<file path="src/hw/rct_map.vh">
// Register map, field positions and timing counts for reset-cause tracking
`ifndef RCT_MAP_VH
`define RCT_MAP_VH

// ----------------------------------------------------------------------
// Register location
// ----------------------------------------------------------------------
`define RCT_SFR_ADDR      8'hef
`define RCT_SFR_PAGE      8'h00

// ----------------------------------------------------------------------
// Field positions of reset_cause
// ----------------------------------------------------------------------
`define RCT_BIT_UNUSED    7
`define RCT_BIT_FLASH     6
`define RCT_BIT_COMP      5
`define RCT_BIT_SOFT      4
`define RCT_BIT_WDOG      3
`define RCT_BIT_CLKLOSS   2
`define RCT_BIT_POWER     1
`define RCT_BIT_PIN       0

// Flags after a power-on reset: only the power-on flag is set
`define RCT_FLAGS_POR     8'h02
`define RCT_ENABLES_POR   3'h0

// ----------------------------------------------------------------------
// Timing
// ----------------------------------------------------------------------
`define RCT_CLK_MHZ       20
// Length of the internal system reset pulse, least time
`define RCT_HOLD_NS       1000
`define RCT_HOLD_CYC      ((`RCT_HOLD_NS * `RCT_CLK_MHZ + 999) / 1000)
// Monitored clock may sit still this long before a clock-loss reset
`define RCT_CLKLOSS_NS    100000
`define RCT_CLKLOSS_CYC   ((`RCT_CLKLOSS_NS * `RCT_CLK_MHZ) / 1000)

`endif

</file>
<file path="src/hw/rct_reset_cause.v">
// Reset-cause register, reset-source enables and system reset sequencer
`timescale 1ns/1ps
`default_nettype none
`include "rct_map.vh"

// Contract
// - Register sits at address 0xEF, page 0x00
// - Bit 6 reads flash fault cause, read-only
// - Bit 5 write enables comparator low reset
// - Bit 5 reads comparator cause flag
// - Bit 4 write of one forces reset
// - Bit 4 reads one after software reset
// - Bit 3 reads watchdog cause, writes ignored
// - Bit 2 write of one enables clock-loss detector
// - Enabled detector resets on stopped clock
// - Bit 2 reads one after clock-loss reset
// - Bit 1 write enables supply monitor reset
// - Bit 1 set on power-on or monitor reset
// - Other flags meaningless while power flag set
// - Bit 0 reads pin reset cause, read-only
// - Comparator enabled: plus below minus resets
// - Illegal flash access resets, sets flash flag
module rct_reset_cause (
  input  wire       clk,
  input  wire       rst_n,
  input  wire [7:0] sfr_addr,
  input  wire [7:0] sfr_page,
  input  wire       sfr_wr,
  input  wire       sfr_rd,
  input  wire [7:0] sfr_wdata,
  output reg  [7:0] sfr_rdata,
  input  wire       pin_reset_n,
  input  wire       comparator_out,
  input  wire       vdd_above_threshold,
  input  wire       monitored_clk,
  input  wire       flash_fault_evt,
  input  wire       watchdog_overflow,
  output reg        sys_reset_n,
  output reg        comparator_reset_en,
  output reg        clock_loss_en,
  output reg        vdd_monitor_reset_en
);

  // --------------------------------------------------------------------
  // Constants and state
  // --------------------------------------------------------------------
  localparam [1:0] ST_RUN  = 2'b01;
  localparam [1:0] ST_HOLD = 2'b10;
  localparam integer HOLD_CYC_I = `RCT_HOLD_CYC;
  localparam integer LOSS_CYC_I = `RCT_CLKLOSS_CYC;
  // Cut to the counter widths on purpose; both counts fit
  localparam [4:0]  HOLD_CYC    = HOLD_CYC_I[4:0];
  localparam [11:0] LOSS_CYC    = LOSS_CYC_I[11:0];

  reg  [1:0]  state_reg;
  reg  [4:0]  hold_cnt_reg;
  reg  [7:0]  cause_reg;
  reg  [7:0]  flags_reg;
  reg  [11:0] loss_cnt_reg;

  // --------------------------------------------------------------------
  // Synchronisers for asynchronous inputs
  // --------------------------------------------------------------------
  wire [3:0] async_in = {monitored_clk, vdd_above_threshold,
                         comparator_out, pin_reset_n};
  wire [3:0] sync_q;
  reg        mclk_prev_reg;
  wire       pin_low   = ~sync_q[0];
  wire       comp_out  = sync_q[1];
  wire       vdd_ok    = sync_q[2];
  wire       mclk_s    = sync_q[3];
  genvar     gi;

  // Reset to the idle levels: pin high, comparator high, supply good
  generate
    for (gi = 0; gi < 4; gi = gi + 1) begin : g_sync
      reg s1_reg;
      reg s2_reg;
      always @(posedge clk or negedge rst_n) begin
        if (!rst_n) begin
          s1_reg <= 1'b1;
          s2_reg <= 1'b1;
        end else begin
          s1_reg <= async_in[gi];
          s2_reg <= s1_reg;
        end
      end
      assign sync_q[gi] = s2_reg;
    end
  endgenerate

  // Starts at the synchroniser's reset level, so reset shows no false edge
  always @(posedge clk or negedge rst_n) begin
    if (!rst_n) begin
      mclk_prev_reg <= 1'b1;
    end else begin
      mclk_prev_reg <= mclk_s;
    end
  end

  // --------------------------------------------------------------------
  // Clock-loss detector
  // --------------------------------------------------------------------
  // Counts cycles since the last edge of the monitored clock; it only
  // runs while enabled so that a disabled detector never fires late.
  wire mclk_edge = mclk_s ^ mclk_prev_reg;
  wire loss_hit  = clock_loss_en && (loss_cnt_reg >= LOSS_CYC);

  always @(posedge clk or negedge rst_n) begin
    if (!rst_n) begin
      loss_cnt_reg <= 12'h000;
    end else if (!clock_loss_en || mclk_edge || state_reg == ST_HOLD) begin
      loss_cnt_reg <= 12'h000;
    end else if (!loss_hit) begin
      loss_cnt_reg <= loss_cnt_reg + 12'h001;
    end
  end

  // --------------------------------------------------------------------
  // Register access
  // --------------------------------------------------------------------
  wire sel = (sfr_addr == `RCT_SFR_ADDR) &&
             (sfr_page == `RCT_SFR_PAGE);
  wire wr  = sel && sfr_wr && (state_reg == ST_RUN);
  wire soft_force = wr && sfr_wdata[`RCT_BIT_SOFT];

  // Flags show the last cause; bit 7 is forced to zero
  wire [7:0] read_val = {1'b0, flags_reg[6:0]};

  always @(posedge clk or negedge rst_n) begin
    if (!rst_n) begin
      sfr_rdata <= 8'h00;
    end else if (sel && sfr_rd) begin
      sfr_rdata <= read_val;
    end else begin
      sfr_rdata <= 8'h00;
    end
  end

  // --------------------------------------------------------------------
  // Cause detection, highest priority first
  // --------------------------------------------------------------------
  wire vdd_hit  = vdd_monitor_reset_en && !vdd_ok;
  wire comp_hit = comparator_reset_en && !comp_out;
  reg  [7:0] cause_now;

  always @* begin
    cause_now = 8'h00;
    if (vdd_hit) begin
      cause_now[`RCT_BIT_POWER] = 1'b1;
    end else if (pin_low) begin
      cause_now[`RCT_BIT_PIN] = 1'b1;
    end else if (loss_hit) begin
      cause_now[`RCT_BIT_CLKLOSS] = 1'b1;
    end else if (flash_fault_evt) begin
      cause_now[`RCT_BIT_FLASH] = 1'b1;
    end else if (watchdog_overflow) begin
      cause_now[`RCT_BIT_WDOG] = 1'b1;
    end else if (comp_hit) begin
      cause_now[`RCT_BIT_COMP] = 1'b1;
    end else if (soft_force) begin
      cause_now[`RCT_BIT_SOFT] = 1'b1;
    end
  end

  // --------------------------------------------------------------------
  // Reset sequencer, flags and enables
  // --------------------------------------------------------------------
  // The pin holds the sequencer in reset for as long as it stays low;
  // all other causes give one pulse of fixed length.
  always @(posedge clk or negedge rst_n) begin
    if (!rst_n) begin
      state_reg            <= ST_RUN;
      hold_cnt_reg         <= 5'h00;
      cause_reg            <= 8'h00;
      flags_reg            <= `RCT_FLAGS_POR;
      sys_reset_n          <= 1'b0;
      comparator_reset_en  <= 1'b0;
      clock_loss_en        <= 1'b0;
      vdd_monitor_reset_en <= 1'b0;
    end else begin
      case (state_reg)
        ST_RUN: begin
          sys_reset_n <= 1'b1;
          if (cause_now != 8'h00) begin
            state_reg            <= ST_HOLD;
            cause_reg            <= cause_now;
            hold_cnt_reg         <= HOLD_CYC;
            sys_reset_n          <= 1'b0;
            // A system reset returns every source enable to off
            comparator_reset_en  <= 1'b0;
            clock_loss_en        <= 1'b0;
            vdd_monitor_reset_en <= 1'b0;
          end else if (wr) begin
            comparator_reset_en  <= sfr_wdata[`RCT_BIT_COMP];
            clock_loss_en        <= sfr_wdata[`RCT_BIT_CLKLOSS];
            vdd_monitor_reset_en <= sfr_wdata[`RCT_BIT_POWER];
          end
        end
        ST_HOLD: begin
          sys_reset_n <= 1'b0;
          if (hold_cnt_reg > 5'h01) begin
            hold_cnt_reg <= hold_cnt_reg - 5'h01;
          end else if (!pin_low) begin
            state_reg   <= ST_RUN;
            sys_reset_n <= 1'b1;
            // Only the cause of this reset is left set
            flags_reg   <= cause_reg;
          end
        end
        default: begin
          state_reg   <= ST_RUN;
          sys_reset_n <= 1'b0;
        end
      endcase
    end
  end

endmodule // rct_reset_cause

`default_nettype wire

</file>
<file path="config.mk">
export PLATFORM = sky130hd
export DESIGN_NAME = rct_reset_cause
export DESIGN_NICKNAME = d
export VERILOG_FILES = /design/src/hw/rct_reset_cause.v
export VERILOG_INCLUDE_DIRS = /design/src /design/src/hw
export SDC_FILE = /design/constraint.sdc
export NUM_CORES = 1
export LEC_CHECK = 0
export ABC_AREA = 1
export BUFFER_PORTS_ARGS = -buffer_cell sky130_fd_sc_hd__clkbuf_2
export CAP_MARGIN = 20
export CORE_AREA = 2 2 81 90
export DETAILED_ROUTE_END_ITERATION = 8
export DIE_AREA = 0 0 83 92
export HOLD_SLACK_MARGIN = 0.05
export PLACE_DENSITY = 0.63
export SETUP_SLACK_MARGIN = 0.3
export SLEW_MARGIN = 30
export SYNTH_ARGS = -nofsm -noshare
export SYNTH_HDL_FRONTEND = slang
export SYNTH_SLANG_ARGS = --single-unit
</file>
<file path="constraint.sdc">
create_clock -name clk -period 2.1 [get_ports clk]
set_input_delay 0.105 -clock clk [delete_from_list [all_inputs] [get_ports clk]]
set_output_delay 0.105 -clock clk [all_outputs]
set_load 0.1 [all_outputs]
</file>
Word-level counts from Yosys, hierarchy flattened. Index checks and enable logic that the tools add are counted.

Muxes and demuxes: 34. $mul: 0. Bitwise operators: 2. Add/sub/neg operators: 2. Reduce and logical (&&, ||, !) cells: 22. Order comparisons: 2. Shifts and indexed selects: 0. Eq/ne operators: 8. Div/mod/pow operators: 0.

Operator list (number): 12-bit two-way mux (2); 5-bit two-way mux (4); 1-bit two-way mux (18); 12-bit by 1-bit adder with 12-bit output (second input constant) (1); 12-bit by 11-bit >= comparator with 1-bit output (second input constant) (1); 5-bit one-hot mux with 2 select lines (1); 3-bit AND reduction (3); 8-bit == test (second input constant) (1); 1-bit logical AND (8); 8-bit logical NOT (1); 2-bit two-way mux (4); 8-bit nonzero test (1); 7-bit two-way mux (1); 2-bit by 1-bit inequality test with 1-bit output (second input constant) (3); 5-bit by 1-bit > comparator with 1-bit output (second input constant) (1); 5-bit by 1-bit subtractor with 5-bit output (second input constant) (1); 4-bit two-way mux (1); 2-bit inequality test (second input constant) (2); 2-bit one-hot mux with 2 select lines (1); 2-bit AND reduction (2); 2-bit nonzero test (2); 1-bit logical NOT (3); 3-bit two-way mux (1); 2-bit by 1-bit == test with 1-bit output (second input constant) (1); 5 further kinds (6).

Memory bits (writable): 0. ROM bits: 0. Word-level logic and storage cells: 89. Output and inout bits: 12. Bits in registers: 54. Bits in latches: 0. Input bits: 34. Memories kept: 0.

Logic depth before layout (Yosys ltp). Gate-level depths: netlist of the first run.

Depth after elaboration: 15. Gate-level depth with buffers: 11. Mapped depth without buffers: 11.

Worst setup path before layout of the first run. Ideal clock, no wire load.

Kind: flip-flop to flip-flop. From: reg vdd_monitor_reset_en. To: reg cause_reg[5]. Period minus slack after synthesis: 1.898 ns. Required time: 1.979 ns. Data arrival time: 1.777 ns. Buffers on the path: 1. Path slack: 0.202 ns. Setup time: 0.121 ns. Stages on the path, launching flop included: 11. Path through: dfrtp_1 > inv_1 > nor2_1 > inv_1 > nand2_1 > a21oi_4 > nand3_4 > nand2_4 > buf_12 > nand2_2 > o21ai_2.

Longest elaborated chain between the ends: 4. Elaborated cells on any way between the ends: 6. Those cells by class: 3 x mux; 3 x reduce/logical.

RTL lines: start, declared (RTL line rct_reset_cause.v:41) `output reg vdd_monitor_reset_en`; start signal, assigned (RTL line rct_reset_cause.v:197) `` vdd_monitor_reset_en <= sfr_wdata[`RCT_BIT_POWER]; ``; 1-bit logical AND (*) (RTL line rct_reset_cause.v:143) `wire vdd_hit = vdd_monitor_reset_en && !vdd_ok;`; 1-bit two-way mux or 5-bit two-way mux (tied branches) (RTL line rct_reset_cause.v:149) `if (vdd_hit) begin`; 8-bit nonzero test (RTL line rct_reset_cause.v:185) `if (cause_now != 8'h00) begin`; 2-bit AND reduction (no source line); end signal, assigned (RTL line rct_reset_cause.v:187) `cause_reg <= cause_now;`; end, declared (RTL line rct_reset_cause.v:57) `reg [7:0] cause_reg;`.

Mark *: on every way between the ends. The rest lies on a longest branch, timed or not. A chain may end at the register's enable or synchronous reset.

Worst setup path in the final report of the first run.
From: reg state_reg[0]. To: reg cause_reg[0].

Longest elaborated chain between the ends: 12.

RTL lines: start, declared (RTL line rct_reset_cause.v:55) `reg [1:0] state_reg;`; start signal, assigned (RTL line rct_reset_cause.v:173) `state_reg <= ST_RUN;`; start signal, assigned (RTL line rct_reset_cause.v:186) `state_reg <= ST_HOLD;`; start signal, assigned (RTL line rct_reset_cause.v:205) `state_reg <= ST_RUN;`; 2-bit by 1-bit == test with 1-bit output (*) (RTL line rct_reset_cause.v:124, rct_reset_cause.v:182); 1-bit logical AND (RTL line rct_reset_cause.v:124) `wire wr = sel && sfr_wr && (state_reg == ST_RUN);`; 1-bit logical AND (RTL line rct_reset_cause.v:125) `` wire soft_force = wr && sfr_wdata[`RCT_BIT_SOFT]; ``; 1-bit two-way mux (RTL line rct_reset_cause.v:161) `end else if (soft_force) begin`; 1-bit two-way mux (RTL line rct_reset_cause.v:159) `end else if (comp_hit) begin`; 2-bit two-way mux (RTL line rct_reset_cause.v:157) `end else if (watchdog_overflow) begin`; 3-bit two-way mux (RTL line rct_reset_cause.v:155) `end else if (flash_fault_evt) begin`; 4-bit two-way mux (RTL line rct_reset_cause.v:153) `end else if (loss_hit) begin`; 5-bit two-way mux (RTL line rct_reset_cause.v:151) `end else if (pin_low) begin`; 5-bit two-way mux (RTL line rct_reset_cause.v:149); 8-bit nonzero test (RTL line rct_reset_cause.v:185); 2-bit AND reduction (no source line) (*).

Marked as above.

==> results of run 1 <==
[cell families (layout without fill, tap and decap cells)]
logic type / after synthesis / in the layout / share of synthesized area
AND/OR/NAND/NOR: 156 / 156 / 0.2877
flip-flops: 53 / 53 / 0.5110
buffers and inverters: 49 / 101 / 0.08349
AO/OA/AOI/OAI: 35 / 35 / 0.08445
adder cells (fa/ha/maj): 6 / 6 / 0.02863
other: 1 / 1 / 0.001430
XOR/XNOR: 1 / 1 / 0.003340
[path summary, 6_finish.rpt]
check	cells past startpoint	slack (ps)	start	endpoint
max in group asynchronous	3	1170	rst_n	g_sync[0].s2_reg$_DFF_PN1_
worst max register to register	8	490	state_reg[0]$_DFFE_PN1P_	cause_reg[0]$_DFFE_PN0P_
worst min register to register	0	360	g_sync[3].s1_reg$_DFF_PN1_	g_sync[3].s2_reg$_DFF_PN1_
worst min-delay path	3	70	flash_fault_evt	cause_reg[6]$_DFFE_PN0P_
worst max-delay path	8	490	state_reg[0]$_DFFE_PN1P_	cause_reg[0]$_DFFE_PN0P_
min in group asynchronous	2	290	rst_n	loss_cnt_reg[10]$_DFFE_PN0P_
[metrics by stage]
stage	hold slack [ps]	cells	setup WS [ps]	instance area, sq um
4_1_cts	60.73	438	349.2	3072
3_5_place_dp	115.1	424	365.1	2914
5_1_grt	60.56	438	342.0	3075
3_3_place_gp	112.2	424	423.3	2914
2_1_floorplan	-190.6	301	464.1	2626
6_report	66.58	438	488.7	3075
[layer usage]
metal,track usage,up-vias,wire length (um)
met4,0.04781,0,67
li1,-,1042,-
met1,0.1597,904,2091
met5,0,-,0
met2,0.2332,30,2212
met3,0.02700,8,143
[cells in the final DEF (no fill, tap or decap), types with 5 or more instances in the layout]
cell	n
inv_1	40
a21oi_1	9
o21ai_1	6
ha_1	6
nor2_1	39
clkbuf_8	5
o21ai_2	8
dfstp_2	11
clkbuf_2	40
nand4_1	7
dlygate4sd3_1	6
nand2_1	68
o21ai_0	8
nand3_1	15
nand2_2	9
dfrtp_1	39
[critical path, cell delays in order, from the launching register on]
cell,delay [ps]
dfstp_2,550
ha_1,200
nand2_1,70
inv_1,80
nand4_4,150
nand3_4,150
nand2_4,140
nand2_1,110
o21ai_2,50
[timing repair]
| item | CTS | global route |
|---|---|---|
| gates resized for setup | 0 | 3 |
| endpoints found under the setup margin | 0 | 9 |
| hold endpoints to repair | 21 | 0 |
| hold buffers | 6 | 0 |
[layout make-up]
| class | count | area share |
|---|---|---|
| flip-flops and latches | 53 | 0.4369 |
| clock inverters | 3 | 0.009357 |
| well taps | 85 | 0.03458 |
| multi-input cells | 199 | 0.3470 |
| repair buffers | 49 | 0.09601 |
| clock buffers | 5 | 0.02238 |
| inverters | 44 | 0.05370 |
[where the power goes]
group	internal [W]	switching [W]	leakage, nW
clock network	0.000250	0.000363	0.0506
logic	0.000284	0.000606	0.763
registers	0.00117	0.0000872	0.685
==> run_results.csv, run 1 <==
group,metric,value,unit
power,p_leak,1.498,nW
floorplan,initial_core_util,0.3830,
logic_synthesis,synthCells,301,
cells_and_area,multi_input_area,1067,sq um
sta,setup_tns,0,ps
logic_synthesis,yosys-top-cells-area,"dfrtp_1 40%, dfstp_2 11%, nand2_1 9.7%",
sta,hold_viol,0,
cells_and_area,fill_cells,677,
logic_synthesis,synthFlopType,"dfrtp_1",
cells_and_area,largest_reg_flops,12,
sta,clock.fmax,620.6,MHz
routing,wire_per_inst,10.31,um
cts,htreeDepth,2,
cts,cts_tree,"done",
floorplan,core,6847,sq um
sta,skew,12.85,ps
run_status,status,"finished clean",
routing,wirelength,4.515,mm
logic_synthesis,synthesis.area,2623,sq um
global_routing,grt_use_total,0.1323,
logic_synthesis,synth.top_cell.area_share,0.4008,
placement,dp_hpwl,3.434,mm
floorplan,io_pins,46,
cts,cts_buffers,5,
logic_synthesis,yosysWarnings,0,
logic_synthesis,ys_ff_latch,53,
routing,drtIter0Drc,106,
setup_path,critPathKind,"register to register",
logic_synthesis,syn_avg_cell_area,8.713,sq um
logic_synthesis,async_flop_share,1.000,
logic_synthesis,synth_common_cells,"68 x nand2_1, 42 x dfrtp_1, 42 x inv_1",
logic_synthesis,synth_edf_count,0,
routing,drtAntennaViolNets,0,
routing,first_pass_iters,4,
logic_synthesis,ys_types,35,
cts,post_cts_buffers,0,
cts,cts_buffer_depth,2,
routing,drt_drc_violations_left,0,
cells_and_area,register_area,1344,sq um
power,p_per_area,898.5,nW/um^2
routing,vias,1984,
routing,via_per_inst,4.530,
cells_and_area,n_antenna_cell,0,
sta,finalCritPeriodShare,0.7673,
cells_and_area,area_delta_synth_final,17.27,%
sta,rsz0062_at_grt,"false",
cts,clk_latency,320,ps
logic_synthesis,ys_seq_area_frac,0.5110,
power,ir_worst_vdd,415.3,uV
sta,period_minus_slack,1611,ps
cells_and_area,drive_above_1_share,0.2776,
setup_path,cp_data_arrival_time,1820,ps
floorplan,die_w,83,um
logic_synthesis,yosysMostFrequentCell,"nand2_1",
sta,tightest_slew,536.0,ps
cts,cts-root-buf,"clkbuf_8",
placement,port_buffers,40,
setup_path,crit_path_start_kind,"register",
floorplan,row_count,32,
global_routing,overflow,0,
run,drv_cap,0,
min_path,hold_path.class,"primary input to register",
cells_and_area,nNetsFinal,392,
global_routing,grt_pass1_wl,8.411,mm
floorplan,die_area,7636,sq um
global_routing,grt_pass1_vias,1982,
sta,finalMaxSlewViolations,0,
floorplan,die_y,92,um
global_routing,antenna_found_initial,0,
cts,cts_sinks,53,
setup_path,cp-end-kind,"register",
cells_and_area,final_core_util,0.4492,
global_routing,grt_max_degree,35,
sta,relSlewSlack,0.6427,
setup_path,crit_path_max_fanout,13,
logic_synthesis,syn_nets,341,
logic_synthesis,synth_top_cell_by_area,"dfrtp_1",
setup_path,required,2310,ps
power,power,0.002763,W
cts,cts.clk_slew.worst_paths,100,ps
sta,setup_viol,0,
placement,gp_congestion,0.7969,
(Power assumes the default switching activity.)
==> run 2, diff against run 1 <==
Settings changed: PLACE_DENSITY 0.63 to 0.65.
Clock period 2.1 ns to 1.4 ns, I/O delays scaled along.
==> run_results.csv, run 2 (synthesis gave the netlist of run 1 again) <==
group,metric,value,unit
floorplan,io_pins,46,
sta,setup_tns,-2502,ps
cells_and_area,area_delta_synth_final,47.23,%
sta,clock.fmax,645.7,MHz
min_path,hold_start,"flash_fault_evt",
cells_and_area,stdcell_count,483,
cts,htreeDepth,2,
setup_path,cp_data_arrival_time,1770,ps
power,internal_power,0.003203,W
setup_path,critPathMostFrequentCell,"nand2_2",
setup_path,crit_family,"flip-flops",
power,p_leak,1.830,nW
global_routing,grt_pass1_wl,9.970,mm
power,clock_power_share,0.208,
routing,drtAntennaViolNets,0,
setup_path,r2r_start,"state_reg[0]$_DFFE_PN1P_",
floorplan,die_y,92,um
power,seq_power_share,0.375,
global_routing,grt_use_total,0.1588,
run_status,status,"finished, violations left",
sta,skew,4.102,ps
run_status,violations,"setup timing",
floorplan,initial_core_util,0.3830,
cts,cts.clk_slew.worst_paths,100,ps
sta,period_minus_slack,1549,ps
global_routing,grt_max_degree,54,
setup_path,crit_path_start_kind,"register",
cells_and_area,layout_commonest_cell,"nand2_1",
global_routing,overflow,0,
sta,finalCritPeriodShare,1.106,
run,drv_cap,0,
cells_and_area,design_area,3861,sq um
routing,wirelength,5.874,mm
setup_path,slowest_stage,"dfstp_2",
setup_path,cp-startpoint,"state_reg[0]$_DFFE_PN1P_",
cells_and_area,fill_cells,584,
sta,fin_ws,-148.8,ps
floorplan,die_area,7636,sq um
placement,port_buffers,40,
cells_and_area,final_cell_mix,"49 x nand2_1, 39 x dfrtp_1, 34 x inv_1",
floorplan,die_w,83,um
power,switching_power,0.001970,W
cts,clk_latency,320,ps
cts,cts_sinks,53,
min_path,hold_path.class,"primary input to register",
setup_path,path_cells,"ha_4 -> nand2_2 -> inv_2 -> nand4_4 -> nand3_4 -> buf_12 -> nand2_8 -> nand2_2 -> o21ai_2",
routing,vias,2277,
placement,place_inst,449,
global_routing,antenna_found_initial,0,
cts,cts-root-buf,"clkbuf_8",
cts,cts_buffer_depth,2,
placement,gp_congestion,0.7928,
setup_path,slowest_delay,590,ps
power,p_per_area,1340,nW/um^2
floorplan,row_count,32,
sta,rsz0062_at_grt,"true",
cells_and_area,largest_reg_flops,12,
floorplan,core,6847,sq um
power,ir_worst_vdd,942.8,uV
routing,drtIter0Drc,95,
placement,place_worst_setup_slack,-109.5,ps
sta,setup_viol,35,
setup_path,cp-end-kind,"register",
routing,drt_drc_violations_left,0,
placement,post_dp_cell_area,3146,sq um
setup_path,critPathKind,"register to register",
setup_path,crit_path_max_fanout,7,
cts,cts_buffers,5,
cells_and_area,register_area,1351,sq um
setup_path,worst-path-buf-inv,2,
cells_and_area,nNetsFinal,437,
sta,finalMaxSlewViolations,0,
cells_and_area,drive_above_1_share,0.5000,
routing,first_pass_iters,4,
sta,hold_viol,0,
routing,via_per_inst,4.714,
setup_path,required,1620,ps
placement,dp_hpwl,3.741,mm
power,power_frac_comb,0.417,
routing,wire_per_inst,12.16,um
cts,cts_tree,"done",
global_routing,grt_pass1_vias,2309,
cells_and_area,n_antenna_cell,0,
power,sw_frac_of_total,0.3808,
cells_and_area,multi_input_area,1365,sq um
-- run 2: worst min-delay path, delay by kind of cell --
kind,cells,cell delay (ps)
AO/OA/AOI/OAI,1,60
AND/OR/NAND/NOR,2,120
buffers and inverters,1,110
-- run 2: per-layer routing --
layer	part of all wire	up-vias	GRT usage
li1	-	1138	-
met4	0.018	0	0.05464
met3	0.027	10	0.03420
met2	0.53	34	0.2856
met5	0	-	0
met1	0.42	1095	0.1868
-- run 2: path summary, 6_finish.rpt --
check,slack (ps),to,depth (start not counted)
max,-150,cause_reg[1]$_DFFE_PN0P_,9
min,70,cause_reg[3]$_DFFE_PN0P_,4
max reg2reg,-150,cause_reg[1]$_DFFE_PN0P_,9
min reg2reg,360,g_sync[3].s2_reg$_DFF_PN1_,0
max in group asynchronous,840,comp_out$_DFF_PN1_,3
min in group asynchronous,270,loss_cnt_reg[4]$_DFFE_PN0P_,3
-- run 2: final cells by class --
type | instances | share of cell area
timing repair inverter | 1 | 0.002916
clock inverter | 3 | 0.01199
sequential | 53 | 0.3500
clock buffer | 5 | 0.01782
timing repair buffer | 91 | 0.1915
inverter | 44 | 0.04472
multi-input combinational | 201 | 0.3535
tap | 85 | 0.02754
-- run 2: timing repair --
item / 4_1_cts / 5_1_grt
resized for setup: 43 / 61
pin swaps: 7 / 15
endpoints found under the setup margin: 48 / 40
gates cloned: 2 / 1
hold buffers: 9 / 0
hold endpoints to repair: 61 / 0
buffers inserted: 7 / 7
-- run 2: per-stage QoR --
stage / util / hold slack [ps] / power (W)
finish: 0.5640 / 66.22 / 0.005173
CTS: 0.5234 / 55.45 / 0.004807
detailed placement: 0.4594 / 90.21 / 0.003486
global placement: 0.4594 / 89.31 / 0.003451
floorplan: - / -225.6 / 0.003057
global route: 0.5640 / 83.33 / 0.005484
-- run 2: power groups by stage --
stage / combinational (W) / sequential (W) / clock [W]
after floorplan: 0.000989 / 0.00207 / 0
after global placement: 0.00153 / 0.00192 / 0
after detailed placement: 0.00156 / 0.00192 / 0
after CTS: 0.00181 / 0.00190 / 0.00110
after global routing: 0.00237 / 0.00197 / 0.00115
final: 0.00216 / 0.00194 / 0.00108
